File: config.mk
export PLATFORM = sky130hd
export DESIGN_NAME = lef_flag_bank
export DESIGN_NICKNAME = d
export VERILOG_FILES = /design/src/rtl/lef_pkg.sv /design/src/rtl/lef_edge_if.sv /design/src/rtl/lef_edge_det.sv /design/src/rtl/lef_flag_bank.sv
export SDC_FILE = /design/constraint.sdc
export NUM_CORES = 1
export LEC_CHECK = 0
export ABC_CLOCK_PERIOD_IN_PS = 6000
export BUFFER_PORTS_ARGS = -buffer_cell sky130_fd_sc_hd__buf_2
export CAP_MARGIN = 15
export CORE_AREA = 2 2 171 173
export DETAILED_ROUTE_END_ITERATION = 16
export DIE_AREA = 0 0 173 175
export PLACE_DENSITY = 0.65
export SYNTH_ARGS = -nofsm -noshare
export SYNTH_HDL_FRONTEND = slang
export SYNTH_SLANG_ARGS = --single-unit
export TNS_END_PERCENT = 10
File: constraint.sdc
create_clock -name mclk -period 6 [get_ports mclk]
set_input_delay 1.8 -clock mclk [delete_from_list [all_inputs] [get_ports mclk]]
set_output_delay 1.8 -clock mclk [all_outputs]
set_load 0.02 [all_outputs]
File: src/rtl/lef_pkg.sv
// Shared constants and types for the latched event flag bank.
// Assumes one 25 MHz clock and host register accesses on that clock.
`default_nettype none
package lef_pkg;

    // Clock rate, kept for reference by timing users
    localparam int LEF_CLK_HZ = 25_000_000;

    // Register map: one latched flag register per index, mask at +delta
    localparam int LEF_NREG = 11;
    localparam int LEF_AW   = 16;
    typedef logic [LEF_AW-1:0] lef_addr_t;
    typedef logic [3:0]        lef_idx_t;
    typedef logic [7:0]        lef_byte_t;

    localparam lef_addr_t LEF_FLAG_OFS [LEF_NREG] = '{
        16'h0E23, 16'h0E24, 16'h0E26, 16'h0E27, 16'h0E28, 16'h0E29,
        16'h0E2B, 16'h0E32, 16'h0E33, 16'h0E34, 16'h0E35
    };
    localparam lef_addr_t LEF_MASK_DELTA = 16'h0020;
    localparam lef_byte_t LEF_RST_VAL    = 8'h00;
    localparam lef_byte_t LEF_ALL_ONES   = 8'hFF;

    // Register indices
    localparam lef_idx_t LEF_I_SUPPLY = 4'h0;
    localparam lef_idx_t LEF_I_CONV   = 4'h1;
    localparam lef_idx_t LEF_I_GLR    = 4'h2;
    localparam lef_idx_t LEF_I_GHR    = 4'h3;
    localparam lef_idx_t LEF_I_GLF    = 4'h4;
    localparam lef_idx_t LEF_I_GHF    = 4'h5;
    localparam lef_idx_t LEF_I_USB    = 4'h6;
    localparam lef_idx_t LEF_I_TEMP   = 4'h7;
    localparam lef_idx_t LEF_I_IDR    = 4'h8;
    localparam lef_idx_t LEF_I_IDF    = 4'h9;
    localparam lef_idx_t LEF_I_OSC    = 4'hA;

    // Edge detector settles after this many cycles out of reset
    localparam logic [1:0] LEF_WARM = 2'h3;

    // Every watched source condition, as levels
    typedef struct packed {
        logic       backup_above;
        logic       main_above;
        logic       cc_cal;
        logic       cc_conv;
        logic       cc_accum;
        logic       sound;
        logic       conv_soft;
        logic       conv_pin;
        logic       acc2_first;
        logic       acc2_second;
        logic       acc1;
        logic [7:0] gpio_low;
        logic [7:0] gpio_high;
        logic [3:0] link;
        logic       phy_loss;
        logic       sense_fail;
        logic       unplug;
        logic       plug;
        logic       sink_to;
        logic       source_to;
        logic [3:0] temp_zone;
        logic [3:0] id_res;
        logic       id_line;
        logic       bad_chg;
        logic       srp;
        logic       safe_stop;
        logic       resume;
        logic       osc_fail;
        logic       cur_lim;
        logic       main_th;
        logic       usb_th;
    } lef_src_t;
    localparam int LEF_SW = $bits(lef_src_t);

    // Edge detector state
    typedef struct packed {
        lef_src_t   s1;
        lef_src_t   s2;
        lef_src_t   prev;
        logic [1:0] warm;
    } lef_edge_t;

    // Flag bank state
    typedef struct packed {
        logic [LEF_NREG-1:0][7:0] flag;
        logic [LEF_NREG-1:0][7:0] mask;
        lef_byte_t                rdata;
        logic                     rvalid;
        logic                     irq;
    } lef_bank_t;

endpackage
`default_nettype wire

File: src/rtl/lef_edge_if.sv
// Carrier between the flag bank and its edge detector.
// Assumes both ends run on mclk.
`timescale 1ns/1ps
`default_nettype none
interface lef_edge_if;
    import lef_pkg::*;
    lef_src_t lvl;
    lef_src_t rise;
    lef_src_t fall;
    logic     clr;
    modport det (input lvl, input clr, output rise, output fall);
    modport usr (output lvl, output clr, input rise, input fall);
endinterface
`default_nettype wire

File: src/rtl/lef_edge_det.sv
// Two-stage synchroniser and edge detector for all source conditions.
// Assumes levels arrive from outside the mclk domain; clr is synchronous.
`timescale 1ns/1ps
`default_nettype none
module lef_edge_det import lef_pkg::*; (
    // Clock
    input wire logic mclk,
    // Levels in, one-cycle edges out
    lef_edge_if.det  io
);
    lef_edge_t              st_ff;
    lef_edge_t              nxt_st;
    logic                   armed;
    logic [LEF_SW-1:0]      lvl_v;
    logic [LEF_SW-1:0]      rise_v;
    logic [LEF_SW-1:0]      fall_v;

    // Sync chain; s1 feeds only s2
    always_comb begin
        nxt_st      = st_ff;
        nxt_st.s1   = io.lvl;
        nxt_st.s2   = st_ff.s1;
        nxt_st.prev = st_ff.s2;
        if (st_ff.warm != LEF_WARM) begin
            nxt_st.warm = st_ff.warm + 2'h1;
        end
        if (io.clr) begin
            nxt_st = '0;
        end
    end

    always_ff @(posedge mclk) begin
        st_ff <= nxt_st;
    end

    // Held off until prev is valid, so a level high at reset is no edge
    assign armed   = (st_ff.warm == LEF_WARM);
    assign lvl_v   = io.lvl;
    assign rise_v  = armed ? (st_ff.s2 & ~st_ff.prev) : '0;
    assign fall_v  = armed ? (~st_ff.s2 & st_ff.prev) : '0;
    assign io.rise = lef_src_t'(rise_v);
    assign io.fall = lef_src_t'(fall_v);
endmodule // lef_edge_det
`default_nettype wire

File: src/rtl/lef_flag_bank.sv
// Latched event flag bank: clear-on-read flags, mask registers, request.
// Assumes host read/write strobes on mclk; source levels come from pins
// or other blocks and are synchronised here.
//
// Operation
// - Reading a flag register clears its set bits; each event reports once.
// - All flags return to zero on any of the four resets.
// - Backup cell above charge setting sets bit 7, below sets bit 6.
// - Main cell above low threshold sets bit 5, below sets bit 4.
// - Counter calibration, conversion and accumulation done set bits 3, 2, 0.
// - Sound section request sets bit 1 of the supply register.
// - Converter soft done sets bit 7, pin-triggered done sets bit 0.
// - Accessory 2 threshold crossings set bits 6 to 3.
// - Accessory 1 rising sets bit 2, falling sets bit 1.
// - Rising edges on both pin groups latch into the rise registers.
// - Falling edges on both pin groups latch into the fall registers.
// - Any change of link state sets bit 7 of the attach register.
// - Transceiver reset by power loss sets bit 6.
// - Attach sense failure sets bit 4; unplug bit 3, plug bit 2.
// - Attach sink and source timeouts set bits 1 and 0.
// - Cell temperature zones hot, warm, mild, cold set bits 3 to 0.
// - Id resistance rising past four thresholds sets bits 7 to 4.
// - Id resistance falling below four thresholds sets bits 5 to 2.
// - Id line rising edge and falling edge set their own flags.
// - Bad bus charger sets bit 1, session request sets bit 0.
// - A safety charge stop sampled high at one or more mclk edges sets bit 7.
// - Automatic charge restart after a safety stop sets bit 6.
// - A set mask bit keeps its flag off the interrupt request.
`timescale 1ns/1ps
`default_nettype none
module lef_flag_bank import lef_pkg::*; (
    // Clock and resets, all synchronous and active high
    input  wire logic        mclk,
    input  wire logic        reset,
    input  wire logic        standard_register_reset,
    input  wire logic        digital_power_on_reset,
    input  wire logic        switch_off_reset,
    // Host register access
    input  wire logic        host_rd,
    input  wire logic        host_wr,
    input  wire lef_addr_t   host_addr,
    input  wire lef_byte_t   host_wdata,
    output var  lef_byte_t   host_rdata,
    output var  logic        host_rvalid,
    output var  logic        irq_req,
    // Supply, counter and sound sources
    input  wire logic        backup_cell_above,
    input  wire logic        main_cell_above,
    input  wire logic        charge_counter_cal_done,
    input  wire logic        charge_counter_conv_done,
    input  wire logic        charge_counter_accum_done,
    input  wire logic        sound_section_event,
    // Converter and accessory sources
    input  wire logic        converter_soft_done,
    input  wire logic        converter_pin_done,
    input  wire logic        acc2_above_first,
    input  wire logic        acc2_above_second,
    input  wire logic        acc1_above,
    // General purpose pins
    input  wire logic [7:0]  gpio_low_pins,
    input  wire logic [7:0]  gpio_high_pins,
    // Bus attach sources
    input  wire logic [3:0]  usb_link_state,
    input  wire logic        transceiver_power_loss,
    input  wire logic        attach_sense_fail,
    input  wire logic        attach_unplug,
    input  wire logic        attach_plug,
    input  wire logic        attach_sink_timeout,
    input  wire logic        attach_source_timeout,
    // Temperature, id line and charger sources
    input  wire logic [3:0]  cell_temp_zone,
    input  wire logic [3:0]  idline_res_above,
    input  wire logic        idline_level,
    input  wire logic        bad_bus_charger,
    input  wire logic        session_request,
    input  wire logic        charge_safety_stop,
    input  wire logic        charge_resume,
    // Oscillator and thermal sources
    input  wire logic        osc_start_fail,
    input  wire logic        charge_cur_limited,
    input  wire logic        main_thermal_prot,
    input  wire logic        usb_thermal_prot
);
    lef_bank_t                st_ff;
    lef_bank_t                nxt_st;
    logic [LEF_NREG-1:0][7:0] set;
    logic                     clr_all;
    logic                     link_chg;
    lef_src_t                 r;
    lef_src_t                 f;
    lef_edge_if               eif ();

    // Any of the four resets empties the bank
    assign clr_all = reset | standard_register_reset
                   | digital_power_on_reset | switch_off_reset;

    // Gather every source level into one bundle
    assign eif.clr = clr_all;
    assign eif.lvl = '{
        backup_above: backup_cell_above,
        main_above:   main_cell_above,
        cc_cal:       charge_counter_cal_done,
        cc_conv:      charge_counter_conv_done,
        cc_accum:     charge_counter_accum_done,
        sound:        sound_section_event,
        conv_soft:    converter_soft_done,
        conv_pin:     converter_pin_done,
        acc2_first:   acc2_above_first,
        acc2_second:  acc2_above_second,
        acc1:         acc1_above,
        gpio_low:     gpio_low_pins,
        gpio_high:    gpio_high_pins,
        link:         usb_link_state,
        phy_loss:     transceiver_power_loss,
        sense_fail:   attach_sense_fail,
        unplug:       attach_unplug,
        plug:         attach_plug,
        sink_to:      attach_sink_timeout,
        source_to:    attach_source_timeout,
        temp_zone:    cell_temp_zone,
        id_res:       idline_res_above,
        id_line:      idline_level,
        bad_chg:      bad_bus_charger,
        srp:          session_request,
        safe_stop:    charge_safety_stop,
        resume:       charge_resume,
        osc_fail:     osc_start_fail,
        cur_lim:      charge_cur_limited,
        main_th:      main_thermal_prot,
        usb_th:       usb_thermal_prot
    };

    lef_edge_det lef_edge_det_inst (
        .mclk (mclk),
        .io   (eif.det)
    );

    assign r = eif.rise;
    assign f = eif.fall;

    // Link state is a word; any bit moving counts as a change
    assign link_chg = |(r.link | f.link);

    // Event pulses per register, bit 7 first, reserved bits never set
    assign set[LEF_I_SUPPLY] = {r.backup_above, f.backup_above,
                                r.main_above, f.main_above,
                                r.cc_cal, r.cc_conv,
                                r.sound,
                                r.cc_accum};
    assign set[LEF_I_CONV]   = {r.conv_soft,
                                f.acc2_first, r.acc2_first,
                                f.acc2_second, r.acc2_second,
                                r.acc1, f.acc1,
                                r.conv_pin};
    assign set[LEF_I_GLR]    = r.gpio_low;
    assign set[LEF_I_GHR]    = r.gpio_high;
    assign set[LEF_I_GLF]    = f.gpio_low;
    assign set[LEF_I_GHF]    = f.gpio_high;
    assign set[LEF_I_USB]    = {link_chg,
                                r.phy_loss, 1'b0,
                                r.sense_fail, r.unplug, r.plug,
                                r.sink_to, r.source_to};
    assign set[LEF_I_TEMP]   = {4'h0, r.temp_zone};
    assign set[LEF_I_IDR]    = {r.id_res, 1'b0,
                                r.id_line,
                                r.bad_chg, r.srp};
    // Edge catch means even a brief safety stop is recorded
    assign set[LEF_I_IDF]    = {r.safe_stop,
                                r.resume,
                                f.id_res, 1'b0,
                                f.id_line};
    assign set[LEF_I_OSC]    = {r.osc_fail, r.cur_lim, f.cur_lim, 1'b0,
                                r.main_th, f.main_th, r.usb_th, f.usb_th};

    // Flag update, mask writes and read data
    always_comb begin
        nxt_st        = st_ff;
        nxt_st.rvalid = host_rd;
        nxt_st.rdata  = host_rd ? LEF_RST_VAL : st_ff.rdata;
        // Request built from registered state so it is glitch free
        nxt_st.irq    = |(st_ff.flag & ~st_ff.mask);
        for (int i = 0; i < LEF_NREG; i++) begin
            if (host_rd && host_addr == LEF_FLAG_OFS[i]) begin
                nxt_st.rdata = st_ff.flag[i];
            end
            if (host_rd && host_addr == LEF_FLAG_OFS[i] + LEF_MASK_DELTA) begin
                nxt_st.rdata = st_ff.mask[i];
            end
            // Set wins over the read clear so no event is lost
            nxt_st.flag[i] = (host_rd && host_addr == LEF_FLAG_OFS[i])
                           ? set[i]
                           : (st_ff.flag[i] | set[i]);
            if (host_wr && host_addr == LEF_FLAG_OFS[i] + LEF_MASK_DELTA) begin
                nxt_st.mask[i] = host_wdata;
            end
        end
        if (clr_all) begin
            nxt_st = '0;
        end
    end

    always_ff @(posedge mclk) begin
        st_ff <= nxt_st;
    end

    // Outputs straight from the state flops
    assign host_rdata  = st_ff.rdata;
    assign host_rvalid = st_ff.rvalid;
    assign irq_req     = st_ff.irq;

    // Checks
    logic      rd_glr;
    lef_byte_t glr_set;
    assign rd_glr  = host_rd && host_addr == LEF_FLAG_OFS[LEF_I_GLR];
    assign glr_set = set[LEF_I_GLR];
endmodule // lef_flag_bank
`default_nettype wire

# ---- After elaboration in Yosys (flattened, before gate mapping)
# Index checks and enable logic that the tools add are counted.
dict set report classes {
  n_addsub 1
  eq_ne 24
  mux 36
  n_bitwise 21
  reduce_logical 41
}
# cell n
set ops {}
lappend ops {{$eq A16 B12 Y1 const B} 22}
lappend ops {{$mux W8} 33}
lappend ops {{$and A54 B54 Y54} 2}
lappend ops {{$mux W54} 2}
lappend ops {{$not A54 Y54} 2}
lappend ops {{$and A88 B88 Y88} 1}
lappend ops {{$not A88 Y88} 1}
lappend ops {{$reduce_or A88 Y1} 1}
lappend ops {{$or A8 B8 Y8} 10}
lappend ops {{$logic_and A1 B1 Y1} 33}
lappend ops {{$reduce_bool A23 Y1} 1}
lappend ops {{$reduce_or A2 Y1} 5}
lappend ops {{$or A8 B4 Y8} 1}
lappend ops {{$mux W4} 1}
lappend ops {{$or A4 B4 Y4} 1}
lappend ops {{$reduce_or A4 Y1} 1}
lappend ops {{$or A1 B1 Y1} 3}
lappend ops {{$add A2 B1 Y2 const B} 1}
lappend ops {{$eq A2 B2 Y1 const B} 1}
lappend ops {{$ne A2 B2 Y1 const B} 1}
dict set report totals {
  reg_bits 350
  in_bits 85
  out_inout_bits 10
  wordCells 247
}

# ---- Logic depth before layout (Yosys ltp)
dict set report logic_depth {
  ltp_word 24
  mapped_depth 10
}

# ---- Modules after synthesis
# From an unflattened synthesis, not the netlist that was laid out.
dict set report unflattened {
  hier_cells 1585
  area_unflattened_um2 13802.0
}
# mod instances cells_per_inst area_per_inst_um2 seq_area_each_um2
set modules_own_cells {}
lappend modules_own_cells {lef_flag_bank 1 1061 8420.6 3563.4}
lappend modules_own_cells {lef_edge_det 1 524 5381.4 3283.1}

# ---- Worst setup path before layout
# Ideal clock, no wire load.
dict set report synth_timing {
  path_type {input port to flip-flop}
  start {in host_addr[13]}
  end {reg st_ff, in the netlist host_rdata[3]}
  setup_time_ns 0.070
  t_arrival_ns 3.989
  required_ns 5.930
  slack_ns 1.940
  stages 10
  cell_sequence {or4_4 -> buf_6 -> or2_4 -> or3_1 -> buf_6 -> o2111ai_2 -> o2111ai_1 -> a211o_1 -> o211ai_1 -> o2bb2ai_1}
}
dict set report synth_via {
  elab_chain_len 24
  elab_cells_between_ends 67
  cone_classes {eq/ne: 22; mux: 22; reduce/logical: 23}
}
# item line_no
set synth_lines {}
lappend synth_lines {{from (decl)} lef_flag_bank.sv:41} ;# input wire lef_addr_t host_addr,
lappend synth_lines {{$eq A16 B12 Y1} lef_flag_bank.sv:183} ;# if (host_rd && host_addr == LEF_FLAG_OFS[i]) begin
lappend synth_lines {{$logic_and A1 B1 Y1} lef_flag_bank.sv:183}
lappend synth_lines {{$mux W8} lef_flag_bank.sv:183}
lappend synth_lines {{$mux W8} lef_flag_bank.sv:186} ;# if (host_rd && host_addr == LEF_FLAG_OFS[i] + LEF_MASK_DELTA) begin
lappend synth_lines {{$mux W8} lef_flag_bank.sv:183}
lappend synth_lines {{$mux W8} lef_flag_bank.sv:186}
lappend synth_lines {{$mux W8} lef_flag_bank.sv:183}
lappend synth_lines {{$mux W8} lef_flag_bank.sv:186}
lappend synth_lines {{(+8 left out)} -}
lappend synth_lines {{$mux W8} lef_flag_bank.sv:183}
lappend synth_lines {{$mux W8} lef_flag_bank.sv:186}
lappend synth_lines {{$mux W8} lef_flag_bank.sv:183}
lappend synth_lines {{$mux W8} lef_flag_bank.sv:186}
lappend synth_lines {{$mux W8} lef_flag_bank.sv:183}
lappend synth_lines {{$mux W8} lef_flag_bank.sv:186}
lappend synth_lines {{$mux W8} lef_flag_bank.sv:183}
lappend synth_lines {{$mux W8} lef_flag_bank.sv:186}
lappend synth_lines {{to (signal assigned)} lef_flag_bank.sv:203} ;# st_ff <= nxt_st;
lappend synth_lines {{to (decl)} lef_flag_bank.sv:84} ;# lef_bank_t st_ff;
# Parallel ways exist; a longest one is shown, timed or not.
# A chain may end at the register's enable or synchronous reset.

# ---- Final worst setup path
dict set report layout_timing {
  start {in host_addr[13]}
  end {reg st_ff, in the netlist host_rdata[5]}
}
# Same word-level chain as after synthesis.

==> flow_metrics.tcl <==
set metrics [dict create \
    synth_flop_cell "dfxtp_1" \
    post_cts_resized 0 \
    holdWs_ps 423 \
    min_path_type "flip-flop to flip-flop" \
    ioPinCount 95 \
    first_iter_violations 1381 \
    antenna_cells 0 \
    fmax_mhz 206 \
    gp_congestion 0.998 \
    first_pass_iters 6 \
    synth_fp_nets 1669 \
    ys_types 69 \
    finalCriticalPeriod_ps 4850 \
    wl_per_cell_um 23.2 \
    crit_buf_inv 1 \
    cts_tree "built" \
    clock_latency_ps 540 \
    synth_warnings 0 \
    dieArea_um2 30300 \
    area_growth_pct 14.5 \
    die_w_um 173 \
    routed_via_density 5.72 \
    wl_met3_mm 3.69 \
    vias 11700 \
    cts.path.max_buffers 3 \
    io_buffers 94 \
    slew_violations 0 \
    cp.required_ps 6390 \
    crit_chain "buf_2 > or4_4 > nor3_2 > nand2_1 > nor2_1 > a211oi_1 > a221oi_1 > o22ai_1" \
    dpl.hpwl_mm 34.2 \
    nFillCells 2694 \
    worstSetupEndpointType "flip-flop" \
    fin_cells 2053 \
    hold_buffers 0 \
    wl_mm 47.7 \
    p_per_area_nw_per_um2 300 \
    htreeDepth 2 \
    place_inst 1989 \
    dr_wl_met2_mm 20.4 \
    critical_path_class "input pin to flip-flop" \
    drcViolationCount 0 \
    fin_crit_sh 0.808 \
    dieHeight_um 175 \
    hold_violations 0 \
    vdd_drop_max_mv 0.285 \
    grt_pass1_wl_mm 69.7 \
    fin_skew_ps 25.4 \
    tightest_slew_ps 1020 \
    grt_max_degree 194 \
    yosys.area.top_type_share 0.511 \
    cts_buffers 36 \
    wl_met1_mm 21.5 \
    synth_common_cells "dfxtp_1, nand2_1, nor2_1" \
    power.total_w 0.00460 \
    cp_data_arrival_time_ps 5240 \
    fin_setup_tns_ps 0 \
    avgSynthCellArea_um2 8.46 \
    grt_pass1_vias 10900 \
    grt_use_total 0.307 \
    syn_area_um2 13400 \
    synthArstFlopShare 0 \
    slew_headroom 0.316 \
    drv_cap 0 \
    grt-ovfl-total 0 \
    cts_setup_buffers 0 \
    slowest_delay_ps 830 \
    final_nets 1729 \
    clk_pin_slew_ps 60 \
    synth_top_area_cell "dfxtp_1" \
    root_buffer "clkbuf_16" \
    post-route-util 0.540 \
    top_layer_used "met4" \
    yosysSeqAreaShare 0.511 \
    outcome "finished, final reports clean" \
    antenna_found_initial 0 \
    crit_family "simple AND/OR/NAND/NOR gates" \
    rows 62 \
    start_util 0.472 \
    yosysMostFrequentCell "dfxtp_1" \
    finalSetupViolations 0 \
    synth_edf_count 0 \
    ant_nets 0 \
    rsz0062_at_grt "false" \
    crit_path_top_delay_cell "nor3_2" \
    cp-start-kind "input pin" \
    synth-seq-cells 342 \
    cp_max_fo 15 \
    leakagePower_nw 5.28 \
    synthCells 1583 \
    synthTopCellsByArea "dfxtp_1, and2_1, nand2_1, nor2_1, a21oi_1" \
    drive_gt1_frac 0.114 \
    core_um2 28400 \
    clkSinkCount 342 \
]
[routing by layer]
layer | vias to the layer above | GRT usage
met4 | 0 | 0.125
met5 | - | 0
li1 | 5492 | -
met2 | 547 | 0.469
met3 | 116 | 0.0559
met1 | 5582 | 0.430
[cells by family after synthesis]
kind of cell | synth area share
buffers and inverters | 0.0672
multiplexers | 0.0144
AO/OA/AOI/OAI | 0.174
XOR/XNOR | 0.00327
AND/OR/NAND/NOR | 0.229
flip-flops | 0.511
adder cells (fa/ha/maj) | 0.000934
[worst paths after layout]
path	from	to	slack [ps]	cells after the start
worst max-delay path	host_addr[13]	host_rdata[5]	1150	8
worst min-delay path	lef_edge_det_inst.st_ff[125]	lef_edge_det_inst.st_ff[71]	420	1
worst max register to register	st_ff[33]	irq_req	3570	7
worst min register to register	lef_edge_det_inst.st_ff[125]	lef_edge_det_inst.st_ff[71]	420	1
[per-stage QoR]
| step | setup WS (ps) | area, um^2 |
|---|---|---|
| after floorplan | 1940 | 13400 |
| after global placement | 911 | 14100 |
| after detailed placement | 791 | 14100 |
| after CTS | 1340 | 15300 |
| after global routing | 1200 | 15300 |
| final | 1150 | 15300 |
[report_power, final]
| part | leakage (nW) | switching, W | internal, W |
|---|---|---|---|
| clock | 0.578 | 0.000930 | 0.00129 |
| combinational | 1.94 | 0.0000689 | 0.0000334 |
| sequential | 2.76 | 0.00000181 | 0.00228 |
[registers in the layout (all words and copies together) (netlist names)]
signal	flops
st_ff	168
lef_edge_det_inst.st_ff	164
host_rdata	8
host_rvalid	1
irq_req	1
[cells in the final DEF (no fill, tap or decap), drive strengths merged, types with 5 or more instances in the layout]
cell / count
nand3: 26
nand2: 200
nand4: 10
dfxtp: 342
o22ai: 35
buf: 116
o211ai: 9
or4: 6
a22oi: 10
inv: 135
and2: 150
nor4: 12
o221ai: 9
a32oi: 49
xor2: 5
and3: 10
nor2b: 6
mux2i: 17
clkinv: 5
nor3: 11
clkbuf: 53
a221o: 5
nor2: 189
a21oi: 127
o21ai: 35
a221oi: 26
a211oi: 5
[final cells by class]
class | count | area, um^2 | share of cell area
timing repair buffer | 116 | 648 | 0.0423
sequential | 342 | 6850 | 0.446
inverter | 133 | 499 | 0.0325
clock buffer | 53 | 1070 | 0.0695
tap | 384 | 480 | 0.0313
clock inverter | 11 | 134 | 0.00873
multi-input combinational | 1014 | 5670 | 0.369
No activity file was read; power rests on OpenSTA's default activity.
